**config.mk**
```make
export PLATFORM = sky130hd
export DESIGN_NAME = sgd_engine_flat
export DESIGN_NICKNAME = d
export VERILOG_FILES = /design/src/design/sgd_pkg.sv /design/src/design/sgd_link_if.sv /design/src/design/sgd_queue.sv /design/src/design/sgd_engine.sv /design/src/flat_wrapper.sv
export SDC_FILE = /design/constraint.sdc
export NUM_CORES = 2
export LEC_CHECK = 0
export ABC_CLOCK_PERIOD_IN_PS = 4860
export BUFFER_PORTS_ARGS = -buffer_cell sky130_fd_sc_hd__buf_2
export CAP_MARGIN = 20
export CORE_MARGIN = 2
export CORE_UTILIZATION = 62
export CTS_CLUSTER_DIAMETER = 120
export DETAILED_ROUTE_END_ITERATION = 6
export PLACE_DENSITY = 0.79
export SYNTH_ARGS = -nofsm -noshare
export SYNTH_HDL_FRONTEND = slang
export SYNTH_HIERARCHICAL = 1
export SYNTH_SLANG_ARGS = --single-unit
```
**constraint.sdc**
```tcl
create_clock -name aclk -period 4.86 [get_ports aclk]
set_input_delay 0.243 -clock aclk [delete_from_list [all_inputs] [get_ports aclk]]
set_output_delay 0.243 -clock aclk [all_outputs]
set_load 0.02 [all_outputs]
```
**src/design/sgd_pkg.sv**
```systemverilog
// Purpose: Shared constants and types for the scatter-gather descriptor DMA pair.
// Assumes: Byte-addressed descriptors on 64-byte boundaries inside a 1 KiB window.
// Notes: Descriptor words and control register offsets are named here once.
package sgd_pkg;
  localparam int SGD_LEN_W = 23;
  localparam int SGD_FQ_DEPTH = 4;
  localparam int SGD_UQ_DEPTH = 4;
  localparam int SGD_MEM_WORDS = 256;
  // Descriptor word byte offsets.
  localparam logic [31:0] SGD_OFS_NEXT = 32'h00000000;
  localparam logic [31:0] SGD_OFS_BUF = 32'h00000008;
  localparam logic [31:0] SGD_OFS_CTRL = 32'h00000018;
  localparam logic [31:0] SGD_OFS_STS = 32'h0000001c;
  localparam logic [31:0] SGD_OFS_APP = 32'h00000020;
  localparam int SGD_NEXT_LSB = 6;
  // Control word fields.
  localparam int SGD_CTRL_SOF = 27;
  localparam int SGD_CTRL_EOF = 26;
  // Status word fields.
  localparam int SGD_STS_CMPLT = 31;
  localparam int SGD_STS_RX_PACKET_START_FLAG = 27;
  localparam int SGD_STS_RX_PACKET_END_FLAG = 26;
  localparam logic [3:0] SGD_CTL_TAG = 4'ha;
  // Controller register map on AXI4-Lite.
  localparam int SGD_AXI_AW = 13;
  localparam int SGD_MEM_SEL = 12;
  localparam logic [11:0] SGD_REG_CTRL = 12'h000;
  localparam logic [11:0] SGD_REG_STATUS = 12'h004;
  localparam logic [11:0] SGD_REG_CURDESC = 12'h008;
  localparam logic [11:0] SGD_REG_TAILDESC = 12'h010;
  localparam int SGD_CTRL_RUN = 0;
  localparam int SGD_CTRL_SOFT = 1;
  localparam int SGD_CTRL_SIDE = 2;
  localparam int SGD_CTRL_RX = 3;
  localparam logic [1:0] SGD_RESP_OKAY = 2'h0;
  localparam logic [1:0] SGD_RESP_SLVERR = 2'h2;

  typedef struct packed {
    logic [31:0] ptr;
    logic [31:0] nxt;
    logic [31:0] buf_addr;
    logic [31:0] ctrl;
    logic [31:0] app;
  } sgd_fq_ent_t;

  typedef enum logic [1:0] {
    SGD_M_IDLE = 2'b00,
    SGD_M_FETCH = 2'b01,
    SGD_M_WB = 2'b10
  } sgd_mstate_t;

  function automatic logic [31:0] sgd_merge(input logic [31:0] old_v,
                                            input logic [31:0] new_v,
                                            input logic [3:0] strb);
    logic [31:0] r;
    r = old_v;
    for (int i = 0; i < 4; i++) begin
      if (strb[i]) begin
        r[i*8 +: 8] = new_v[i*8 +: 8];
      end
    end
    return r;
  endfunction
endpackage

```
**src/design/sgd_link_if.sv**
```systemverilog
// Purpose: Link between the descriptor engine and its controller with descriptor memory.
// Assumes: Both ends share aclk.
// Notes: Memory requests hold until a one-cycle acknowledge.
`timescale 1ns/1ps
`default_nettype none
interface sgd_link_if;
  logic run_stop;
  logic soft_reset;
  logic side_stream_enable;
  logic rx_mode;
  logic cur_load;
  logic [31:0] cur_value;
  logic tail_write;
  logic [31:0] tail_value;
  logic halted_flag;
  logic paused_flag;
  logic descriptor_fetch_error;
  logic [31:0] cur_ptr;
  logic mem_req;
  logic mem_we;
  logic [31:0] mem_addr;
  logic [31:0] mem_wdata;
  logic mem_ack;
  logic [31:0] mem_rdata;
  modport dev (input run_stop, soft_reset, side_stream_enable, rx_mode, cur_load, cur_value,
    tail_write, tail_value, mem_ack, mem_rdata, output halted_flag, paused_flag,
    descriptor_fetch_error, cur_ptr, mem_req, mem_we, mem_addr, mem_wdata);
  modport ctl (output run_stop, soft_reset, side_stream_enable, rx_mode, cur_load, cur_value,
    tail_write, tail_value, mem_ack, mem_rdata, input halted_flag, paused_flag,
    descriptor_fetch_error, cur_ptr, mem_req, mem_we, mem_addr, mem_wdata);
endinterface
`default_nettype wire

```
**src/design/sgd_queue.sv**
```systemverilog
// Purpose: Small descriptor queue used for prefetch and for pending write-back.
// Assumes: Caller never pushes when full nor pops when empty.
// Notes: Head entry is visible without a pop.
`timescale 1ns/1ps
`default_nettype none
module sgd_queue
  import sgd_pkg::*;
#(
  parameter int W = 32,
  parameter int DEPTH = 4
)(
  input wire logic aclk,
  input wire logic rst_n,
  input wire logic push,
  input wire logic [W-1:0] din,
  input wire logic pop,
  output logic [W-1:0] dout,
  output logic full,
  output logic empty
);
  localparam int AW = $clog2(DEPTH);
  typedef struct packed {
    logic [DEPTH-1:0][W-1:0] mem;
    logic [AW-1:0] wp;
    logic [AW-1:0] rp;
    logic [AW:0] cnt;
  } sgd_q_st_t;
  sgd_q_st_t s;
  sgd_q_st_t n;

  always_comb begin
    n = s;
    if (push) begin
      n.mem[s.wp] = din;
      n.wp = s.wp + 1'b1;
    end
    if (pop) begin
      n.rp = s.rp + 1'b1;
    end
    n.cnt = s.cnt + (AW+1)'(push) - (AW+1)'(pop);
  end

  always_ff @(posedge aclk) begin
    if (!rst_n) begin
      s <= '0;
    end else begin
      s <= n;
    end
  end

  assign dout = s.mem[s.rp];
  assign full = (s.cnt == (AW+1)'(DEPTH));
  assign empty = (s.cnt == '0);
endmodule
`default_nettype wire

```
**src/design/sgd_engine.sv**
```systemverilog
// Purpose: Device end; walks the descriptor ring, feeds the transfer engine, writes back status.
// Assumes: Transfer engine returns one status per command, in command order.
// Notes: One channel; rx_mode picks the receive or transmit meaning of the flags.
// Operation
// - Descriptors link into a ring via next pointers.
// - Transmit packet spans start flag to end flag.
// - Receive start flag marks first packet descriptor.
// - Long receive packet spills into following descriptors.
// - Receive end flag marks descriptor holding last byte.
// - Status field gets bytes moved per descriptor.
// - Four stream resets low on reset or soft reset.
// - Process in ring order, pause after tail descriptor.
// - Tail write while paused restarts fetching.
// - Tail write while busy just moves the stop.
// - Software loads pointer, runs, then writes tail.
// - Prefetch while not at tail and queue free.
// - Fetch pointer follows next; current shows active.
// - Error halts and points current at culprit, or at a descriptor issued in the same cycle.
// - Write back only after transfer status returns.
// - Write-back sets completed bit for software.
// - Software reuses completed descriptors, then moves tail.
// - Transmit start descriptor resets realignment logic.
// - Side stream carries only start descriptor words.
// - Side stream off: user words never read.
// - Side stream may stall either way, any time.
// - First side word carries tag in top bits.
// - Fetched completed descriptor is stale: error, halt.
`timescale 1ns/1ps
`default_nettype none
module sgd_engine
  import sgd_pkg::*;
(
  input wire logic aclk,
  input wire logic aresetn,
  sgd_link_if.dev link,
  output logic cmd_valid,
  input wire logic cmd_ready,
  output logic [31:0] cmd_addr,
  output logic [SGD_LEN_W-1:0] cmd_len,
  output logic cmd_sof,
  output logic cmd_eof,
  input wire logic sts_valid,
  output logic sts_ready,
  input wire logic [SGD_LEN_W-1:0] sts_bytes,
  input wire logic sts_eop,
  input wire logic sts_err,
  output logic realign_reset,
  output logic ctl_tvalid,
  input wire logic ctl_tready,
  output logic [31:0] ctl_tdata,
  output logic ctl_tlast,
  output logic tx_data_reset_out_n,
  output logic tx_side_reset_out_n,
  output logic rx_data_reset_out_n,
  output logic rx_side_reset_out_n
);
  typedef struct packed {
    sgd_mstate_t mstate;
    logic [2:0] widx;
    logic [31:0] fetch_ptr;
    logic [31:0] tail;
    logic [31:0] cur_ptr;
    logic fetch_done;
    logic dma_err;
    logic fetch_err;
    logic halted;
    logic paused;
    sgd_fq_ent_t ent;
    logic mem_req;
    logic mem_we;
    logic [31:0] mem_addr;
    logic [31:0] mem_wdata;
    logic cmd_valid;
    logic [31:0] cmd_addr;
    logic [SGD_LEN_W-1:0] cmd_len;
    logic cmd_sof;
    logic cmd_eof;
    logic realign;
    logic [1:0] ctl_cnt;
    logic [31:0] ctl_app;
    logic ctl_valid;
    logic [31:0] ctl_data;
    logic ctl_last;
    logic sts_ready;
    logic wb_pend;
    logic [31:0] wb_word;
    logic rx_in_pkt;
    logic [3:0] rst_n;
  } sgd_dev_st_t;

  sgd_dev_st_t s;
  sgd_dev_st_t n;
  logic q_rst_n;
  logic fq_push;
  logic fq_pop;
  logic fq_full;
  logic fq_empty;
  sgd_fq_ent_t fq_head;
  logic uq_pop;
  logic uq_full;
  logic uq_empty;
  logic [31:0] uq_head;
  logic run;
  logic last_word;

  function automatic logic [31:0] word_ofs(input logic [2:0] idx);
    case (idx)
      3'h0: return SGD_OFS_NEXT;
      3'h1: return SGD_OFS_BUF;
      3'h2: return SGD_OFS_CTRL;
      3'h3: return SGD_OFS_STS;
      default: return SGD_OFS_APP;
    endcase
  endfunction

  // Queues clear on soft reset too, so no stale descriptor survives a restart.
  assign q_rst_n = aresetn && !link.soft_reset;

  sgd_queue #(.W($bits(sgd_fq_ent_t)), .DEPTH(SGD_FQ_DEPTH)) u_fetch_q (
    .aclk(aclk),
    .rst_n(q_rst_n),
    .push(fq_push),
    .din(n.ent),
    .pop(fq_pop),
    .dout(fq_head),
    .full(fq_full),
    .empty(fq_empty)
  );

  sgd_queue #(.W(32), .DEPTH(SGD_UQ_DEPTH)) u_update_q (
    .aclk(aclk),
    .rst_n(q_rst_n),
    .push(fq_pop),
    .din(fq_head.ptr),
    .pop(uq_pop),
    .dout(uq_head),
    .full(uq_full),
    .empty(uq_empty)
  );

  always_comb begin
    n = s;
    fq_push = 1'b0;
    fq_pop = 1'b0;
    uq_pop = 1'b0;
    last_word = 1'b0;
    run = link.run_stop && !s.dma_err && !s.fetch_err;
    n.realign = 1'b0;
    n.rst_n = 4'hf;
    if (link.cur_load) begin
      n.fetch_ptr = link.cur_value;
      n.cur_ptr = link.cur_value;
    end
    if (link.tail_write) begin
      n.tail = link.tail_value;
      // Clearing the stop both restarts a paused ring and moves a live one.
      n.fetch_done = 1'b0;
    end
    if (s.cmd_valid && cmd_ready) begin
      n.cmd_valid = 1'b0;
    end
    if (s.ctl_valid && ctl_tready) begin
      if (s.ctl_cnt == 2'h1) begin
        n.ctl_data = s.ctl_app;
        n.ctl_last = 1'b1;
        n.ctl_cnt = 2'h2;
      end else begin
        n.ctl_valid = 1'b0;
        n.ctl_last = 1'b0;
        n.ctl_cnt = 2'h0;
      end
    end
    if (s.sts_ready && sts_valid) begin
      if (sts_err) begin
        n.dma_err = 1'b1;
        n.cur_ptr = uq_head;
      end else begin
        n.wb_pend = 1'b1;
        n.wb_word = '0;
        n.wb_word[SGD_STS_CMPLT] = 1'b1;
        n.wb_word[SGD_LEN_W-1:0] = sts_bytes;
        if (link.rx_mode) begin
          n.wb_word[SGD_STS_RX_PACKET_START_FLAG] = !s.rx_in_pkt;
          n.wb_word[SGD_STS_RX_PACKET_END_FLAG] = sts_eop;
          n.rx_in_pkt = !sts_eop;
        end
      end
    end
    case (s.mstate)
      SGD_M_IDLE: begin
        if (s.wb_pend) begin
          n.mstate = SGD_M_WB;
          n.mem_req = 1'b1;
          n.mem_we = 1'b1;
          n.mem_addr = uq_head + SGD_OFS_STS;
          n.mem_wdata = s.wb_word;
        end else if (run && !s.fetch_done && !fq_full) begin
          n.mstate = SGD_M_FETCH;
          n.widx = 3'h0;
          n.ent.ptr = s.fetch_ptr;
          n.ent.app = '0;
          n.mem_req = 1'b1;
          n.mem_we = 1'b0;
          n.mem_addr = s.fetch_ptr + SGD_OFS_NEXT;
        end
      end
      SGD_M_FETCH: begin
        if (link.mem_ack) begin
          case (s.widx)
            3'h0: n.ent.nxt = link.mem_rdata;
            3'h1: n.ent.buf_addr = link.mem_rdata;
            3'h2: n.ent.ctrl = link.mem_rdata;
            3'h3: n.ent.app = '0;
            default: n.ent.app = link.mem_rdata;
          endcase
          // User words are read only for a transmit ring with the side stream on.
          last_word = (s.widx == 3'h4) || ((s.widx == 3'h3) &&
                      !(link.side_stream_enable && !link.rx_mode));
          if ((s.widx == 3'h3) && link.mem_rdata[SGD_STS_CMPLT]) begin
            n.fetch_err = 1'b1;
            n.cur_ptr = s.ent.ptr;
            n.mem_req = 1'b0;
            n.mstate = SGD_M_IDLE;
          end else if (last_word) begin
            fq_push = 1'b1;
            n.fetch_ptr = {s.ent.nxt[31:SGD_NEXT_LSB], SGD_NEXT_LSB'(0)};
            n.fetch_done = (s.ent.ptr == s.tail) && !link.tail_write;
            n.mem_req = 1'b0;
            n.mstate = SGD_M_IDLE;
          end else begin
            n.widx = s.widx + 3'h1;
            n.mem_addr = s.ent.ptr + word_ofs(s.widx + 3'h1);
          end
        end
      end
      SGD_M_WB: begin
        if (link.mem_ack) begin
          n.mem_req = 1'b0;
          n.mem_we = 1'b0;
          n.wb_pend = 1'b0;
          uq_pop = 1'b1;
          n.mstate = SGD_M_IDLE;
        end
      end
      default: n.mstate = SGD_M_IDLE;
    endcase
    // A start descriptor waits for a free side stream so its words are never dropped.
    if (run && !fq_empty && !n.cmd_valid && !uq_full && (n.ctl_cnt == 2'h0)) begin
      fq_pop = 1'b1;
      n.cur_ptr = fq_head.ptr;
      n.cmd_valid = 1'b1;
      n.cmd_addr = fq_head.buf_addr;
      n.cmd_len = fq_head.ctrl[SGD_LEN_W-1:0];
      n.cmd_sof = fq_head.ctrl[SGD_CTRL_SOF] && !link.rx_mode;
      n.cmd_eof = fq_head.ctrl[SGD_CTRL_EOF] && !link.rx_mode;
      if (fq_head.ctrl[SGD_CTRL_SOF] && !link.rx_mode) begin
        n.realign = 1'b1;
        if (link.side_stream_enable) begin
          n.ctl_cnt = 2'h1;
          n.ctl_valid = 1'b1;
          n.ctl_last = 1'b0;
          n.ctl_data = {SGD_CTL_TAG, 28'h0000000};
          n.ctl_app = fq_head.app;
        end
      end
    end
    n.sts_ready = !n.wb_pend && run;
    n.halted = !run;
    n.paused = run && s.fetch_done && fq_empty && uq_empty && !s.cmd_valid &&
               !s.wb_pend && (s.mstate == SGD_M_IDLE);
  end

  always_ff @(posedge aclk) begin
    if (!aresetn || link.soft_reset) begin
      s <= '0;
    end else begin
      s <= n;
    end
  end

  assign link.halted_flag = s.halted;
  assign link.paused_flag = s.paused;
  assign link.descriptor_fetch_error = s.fetch_err;
  assign link.cur_ptr = s.cur_ptr;
  assign link.mem_req = s.mem_req;
  assign link.mem_we = s.mem_we;
  assign link.mem_addr = s.mem_addr;
  assign link.mem_wdata = s.mem_wdata;
  assign cmd_valid = s.cmd_valid;
  assign cmd_addr = s.cmd_addr;
  assign cmd_len = s.cmd_len;
  assign cmd_sof = s.cmd_sof;
  assign cmd_eof = s.cmd_eof;
  assign sts_ready = s.sts_ready;
  assign realign_reset = s.realign;
  assign ctl_tvalid = s.ctl_valid;
  assign ctl_tdata = s.ctl_data;
  assign ctl_tlast = s.ctl_last;
  assign tx_data_reset_out_n = s.rst_n[0];
  assign tx_side_reset_out_n = s.rst_n[1];
  assign rx_data_reset_out_n = s.rst_n[2];
  assign rx_side_reset_out_n = s.rst_n[3];
endmodule
`default_nettype wire

```
**src/flat_wrapper.sv**
```systemverilog
// flat-port wrapper written by rule: the top's interface ports become plain ports
module sgd_engine_flat import sgd_pkg::*;
  (aclk, aresetn, cmd_valid, cmd_ready, cmd_addr, cmd_len, cmd_sof, cmd_eof, sts_valid, sts_ready, sts_bytes, sts_eop, sts_err, realign_reset, ctl_tvalid, ctl_tready, ctl_tdata, ctl_tlast, tx_data_reset_out_n, tx_side_reset_out_n, rx_data_reset_out_n, rx_side_reset_out_n, link_run_stop, link_soft_reset, link_side_stream_enable, link_rx_mode, link_cur_load, link_cur_value, link_tail_write, link_tail_value, link_mem_ack, link_mem_rdata, link_halted_flag, link_paused_flag, link_descriptor_fetch_error, link_cur_ptr, link_mem_req, link_mem_we, link_mem_addr, link_mem_wdata);
  sgd_link_if link_i ();
  input wire logic aclk;
  input wire logic aresetn;
  output logic cmd_valid;
  input wire logic cmd_ready;
  output logic [31:0] cmd_addr;
  output logic [SGD_LEN_W-1:0] cmd_len;
  output logic cmd_sof;
  output logic cmd_eof;
  input wire logic sts_valid;
  output logic sts_ready;
  input wire logic [SGD_LEN_W-1:0] sts_bytes;
  input wire logic sts_eop;
  input wire logic sts_err;
  output logic realign_reset;
  output logic ctl_tvalid;
  input wire logic ctl_tready;
  output logic [31:0] ctl_tdata;
  output logic ctl_tlast;
  output logic tx_data_reset_out_n;
  output logic tx_side_reset_out_n;
  output logic rx_data_reset_out_n;
  output logic rx_side_reset_out_n;
  input wire logic [$bits(link_i.run_stop)-1:0] link_run_stop;
  input wire logic [$bits(link_i.soft_reset)-1:0] link_soft_reset;
  input wire logic [$bits(link_i.side_stream_enable)-1:0] link_side_stream_enable;
  input wire logic [$bits(link_i.rx_mode)-1:0] link_rx_mode;
  input wire logic [$bits(link_i.cur_load)-1:0] link_cur_load;
  input wire logic [$bits(link_i.cur_value)-1:0] link_cur_value;
  input wire logic [$bits(link_i.tail_write)-1:0] link_tail_write;
  input wire logic [$bits(link_i.tail_value)-1:0] link_tail_value;
  input wire logic [$bits(link_i.mem_ack)-1:0] link_mem_ack;
  input wire logic [$bits(link_i.mem_rdata)-1:0] link_mem_rdata;
  output wire logic [$bits(link_i.halted_flag)-1:0] link_halted_flag;
  output wire logic [$bits(link_i.paused_flag)-1:0] link_paused_flag;
  output wire logic [$bits(link_i.descriptor_fetch_error)-1:0] link_descriptor_fetch_error;
  output wire logic [$bits(link_i.cur_ptr)-1:0] link_cur_ptr;
  output wire logic [$bits(link_i.mem_req)-1:0] link_mem_req;
  output wire logic [$bits(link_i.mem_we)-1:0] link_mem_we;
  output wire logic [$bits(link_i.mem_addr)-1:0] link_mem_addr;
  output wire logic [$bits(link_i.mem_wdata)-1:0] link_mem_wdata;
  assign link_i.run_stop = link_run_stop;
  assign link_i.soft_reset = link_soft_reset;
  assign link_i.side_stream_enable = link_side_stream_enable;
  assign link_i.rx_mode = link_rx_mode;
  assign link_i.cur_load = link_cur_load;
  assign link_i.cur_value = link_cur_value;
  assign link_i.tail_write = link_tail_write;
  assign link_i.tail_value = link_tail_value;
  assign link_i.mem_ack = link_mem_ack;
  assign link_i.mem_rdata = link_mem_rdata;
  assign link_halted_flag = link_i.halted_flag;
  assign link_paused_flag = link_i.paused_flag;
  assign link_descriptor_fetch_error = link_i.descriptor_fetch_error;
  assign link_cur_ptr = link_i.cur_ptr;
  assign link_mem_req = link_i.mem_req;
  assign link_mem_we = link_i.mem_we;
  assign link_mem_addr = link_i.mem_addr;
  assign link_mem_wdata = link_i.mem_wdata;
  sgd_engine u_core (.aclk(aclk), .aresetn(aresetn), .link(link_i), .cmd_valid(cmd_valid), .cmd_ready(cmd_ready), .cmd_addr(cmd_addr), .cmd_len(cmd_len), .cmd_sof(cmd_sof), .cmd_eof(cmd_eof), .sts_valid(sts_valid), .sts_ready(sts_ready), .sts_bytes(sts_bytes), .sts_eop(sts_eop), .sts_err(sts_err), .realign_reset(realign_reset), .ctl_tvalid(ctl_tvalid), .ctl_tready(ctl_tready), .ctl_tdata(ctl_tdata), .ctl_tlast(ctl_tlast), .tx_data_reset_out_n(tx_data_reset_out_n), .tx_side_reset_out_n(tx_side_reset_out_n), .rx_data_reset_out_n(rx_data_reset_out_n), .rx_side_reset_out_n(rx_side_reset_out_n));
endmodule
```
==> flow_summary.toml <==
[status]
outcome = "finished, final reports clean"

[worst_setup_path]
start_kind = "flop"
crit-reg2reg-launch = "u_core/s[493]$_SDFFE_PN0P_"
timing.setup.critical_path_class = "reg2reg"
critical_path.endpoint_type = "flop"
worst-endpoint-required_ns = 5.42
worst_r2r_path_depth = 12
timing.reg2reg.setup_slack_ns = 1.56
worst-endpoint-arrival_ns = 3.86
r2r_end = "u_core/link.mem_addr[26]$_SDFFE_PN0P_"
worstPathMaxFanout = 13

[cells_and_area]
final-instance-count-excl-fill = 6640
area_growth_pct = 8.904
multiInputGateArea_um2 = 26420
count_of_nets_after_finishing = 5570
seqCellArea_um2 = 21950
layout.filler_cells = 6394
fraction_of_final_layout_cells_with_drive_strength_greater_than_1_pct = 26.67
finish.utilization_pct = 68.30

[timing]
report.final.setup_viol = 0
fin_skew_ns = 0.02667
timing.max_slew.rel_slack_pct = 16.12
tightest_slew_ns = 1.258
finalWorstPathRequiredPeriod_ns = 3.298
finalSetupTns_ns = 0
finalMaxSlewViolations = 0
max_clock_freq_mhz = 303.2
finalHoldViolCount = 0
rsz0062_at_grt = "false"
fin_crit_sh_pct = 67.86

[power_and_ir_drop]
power.internal_uw = 14710
power_density_nw_per_um2 = 332.1
leakage_uw = 0.02092
max-vdd-ir-drop_v = 0.0003276
power.share.combinational_pct = 4.2
p_switching_uw = 4275
share_clk_of_total_power_pct = 48.1
pwr-share-seq_pct = 47.8
netSwitchingFraction_pct = 22.52

[detailed_routing]
number_of_vias_in_the_routed_layout = 42010
routed_via_density = 6.327
detail_route.wirelength_um = 149800
wire_per_inst_um = 22.56
post-route-drc-count = 0
detail-route-antenna-nets = 0
drt-initial-drc-count = 5283
drt-pass1-iter-count = 7

[global_route]
global_route_total_usage_across_every_layer_pct = 33.17
initial_antenna_violation_count = 8
globalRoute.totalOverflow = 0
grt_max_degree = 279
grt_first_pass_wirelength_um = 228600
first_global_vias = 39100

[clock_network]
tritoncts = "done"
cts-root-to-sink-buffers = 3
cts.sinks = 1096
post-cts-setup-buffers = 0
cts_root_buf = "clkbuf_16"
cts_made_buffers = 112
ctsHtreeMaxLevel = 3
cts.clk_slew.worst_paths_ns = 0.06
worst_skew_pair.late_latency_ns = 0.69
post_cts.resized_instances = 0

[floorplanning]
die_ar_um2 = 86990
initial_utilization_pct = 62.71
core_region_area_um2 = 83690
fp-row-count = 106
io_pins = 332
dieHeight_um = 294.9
chipWidth_um = 294.9

[min_path]
hold_path_stages = 3
worst_min_delay_path_endpoint = "u_core/s[482]$_SDFF_PN0_"
hp-start = "link_cur_value[21]"
min-delay-path-class = "in2reg"

[synthesis]
syn-mean-instance-area_um2 = 9.377
synthesis.instances = 5597
syn_area_um2 = 52480
synth.yosys.warnings = 6

[placed_design]
dpl.cell_count = 6328
number_of_i_o_port_buffers = 325
hpwlAfterDp_um = 88760
gp_congestion = 0.9660

[run]
maxcap_violations = 0
==> worst max-delay path: stages, from the launching register on <==
cell	delay, ns
dfxtp_1	0.36
ha_1	0.24
ha_1	0.33
and2_1	0.21
ha_1	0.22
fa_1	0.43
a21o_1	0.19
a21oi_1	0.14
buf_4	0.22
nor3_1	0.09
and3_1	0.19
o21a_1	0.16
a2111oi_1	0.38
==> layout make-up <==
| class | instances | share of cell area [%] |
|---|---|---|
| tap | 1134 | 2.482 |
| clock inverter | 49 | 1.158 |
| inverter | 35 | 0.2758 |
| clock buffer | 162 | 5.725 |
| antenna | 5 | 0.02189 |
| sequential | 1096 | 38.40 |
| timing repair buffer | 483 | 5.714 |
| multi-input combinational | 3676 | 46.22 |
==> worst max-delay path by stage <==
stage	start	end	slack, ns	cells past startpoint
floorplan	u_core/link.descriptor_fetch_error$_SDFFE_PN0P_	u_core/u_update_q/s[2]$_SDFF_PN0_	1.34	15
global placement	u_core/link.descriptor_fetch_error$_SDFFE_PN0P_	u_core/u_update_q/s[2]$_SDFF_PN0_	1.62	11
detailed placement	u_core/s[493]$_SDFFE_PN0P_	u_core/u_fetch_q/s[2]$_SDFF_PN0_	1.60	13
CTS	u_core/link.descriptor_fetch_error$_SDFFE_PN0P_	u_core/u_update_q/s[2]$_SDFF_PN0_	1.57	11
global route	u_core/link.descriptor_fetch_error$_SDFFE_PN0P_	u_core/u_update_q/s[2]$_SDFF_PN0_	1.32	11
finish	u_core/s[493]$_SDFFE_PN0P_	u_core/link.mem_addr[26]$_SDFFE_PN0P_	1.56	12
==> power groups by stage <==
| stage | combinational [µW] | clock (µW) | sequential (µW) |
|---|---|---|---|
| finish | 790 | 9120 | 9070 |
| global route | 818 | 9550 | 9070 |
| CTS | 757 | 9190 | 9070 |
| detailed placement | 693 | 0 | 9270 |
| global placement | 687 | 0 | 9260 |
| floorplan | 443 | 0 | 9250 |
==> layer usage <==
layer	part of all wire (%)	global-route usage, %
met1	41	45.44
met4	3.9	12.95
met5	0.010	0
met3	10	7.495
met2	45	51.05
==> cells in the final DEF, fill, tap and decap left out, drive strengths merged, types with 30 or more instances in the layout <==
cell and instances:
xor2 46, a22o 34, xnor2 38, mux2i 99, mux2 115, ha 30
a211oi 90, a21oi 828, inv 39, buf 387, nor2 167, dfxtp 1096
nand2 410, nor3 58, clkbuf 162, and2 154, a21bo 614, nand3 633
mux4 153, dlygate4sd3 96
==> registers in the layout, indices dropped and copies added (netlist names), 23 cells and up <==
| register | flops |
|---|---|
| u_core/cmd_addr | 32 |
| u_core/ctl_tdata | 32 |
| u_core/link.mem_wdata | 26 |
| u_core/link.cur_ptr | 32 |
| u_core/u_update_q/s | 135 |
| u_core/s | 280 |
| u_core/link.mem_addr | 32 |
| u_core/cmd_len | 23 |
| u_core/u_fetch_q/s | 491 |
==> through the flow <==
step / hold WS, ns / instance area (µm²) / setup WS, ns / total power (µW)
after floorplan: 0.3349 / 52500 / 1.337 / 9691
after global placement: 0.4358 / 52240 / 1.616 / 9952
after detailed placement: 0.4400 / 52250 / 1.602 / 9958
after CTS: 0.001836 / 57140 / 1.569 / 19010
after global routing: 0.01655 / 57150 / 1.318 / 19430
final: 0.02327 / 57150 / 1.562 / 18980
==> repair_timing <==
item,4_1_cts,5_1_grt
endpoints found under the hold margin,97,0
hold buffers,96,0
endpoints found under the setup margin,0,0
(Power assumes the default switching activity.)
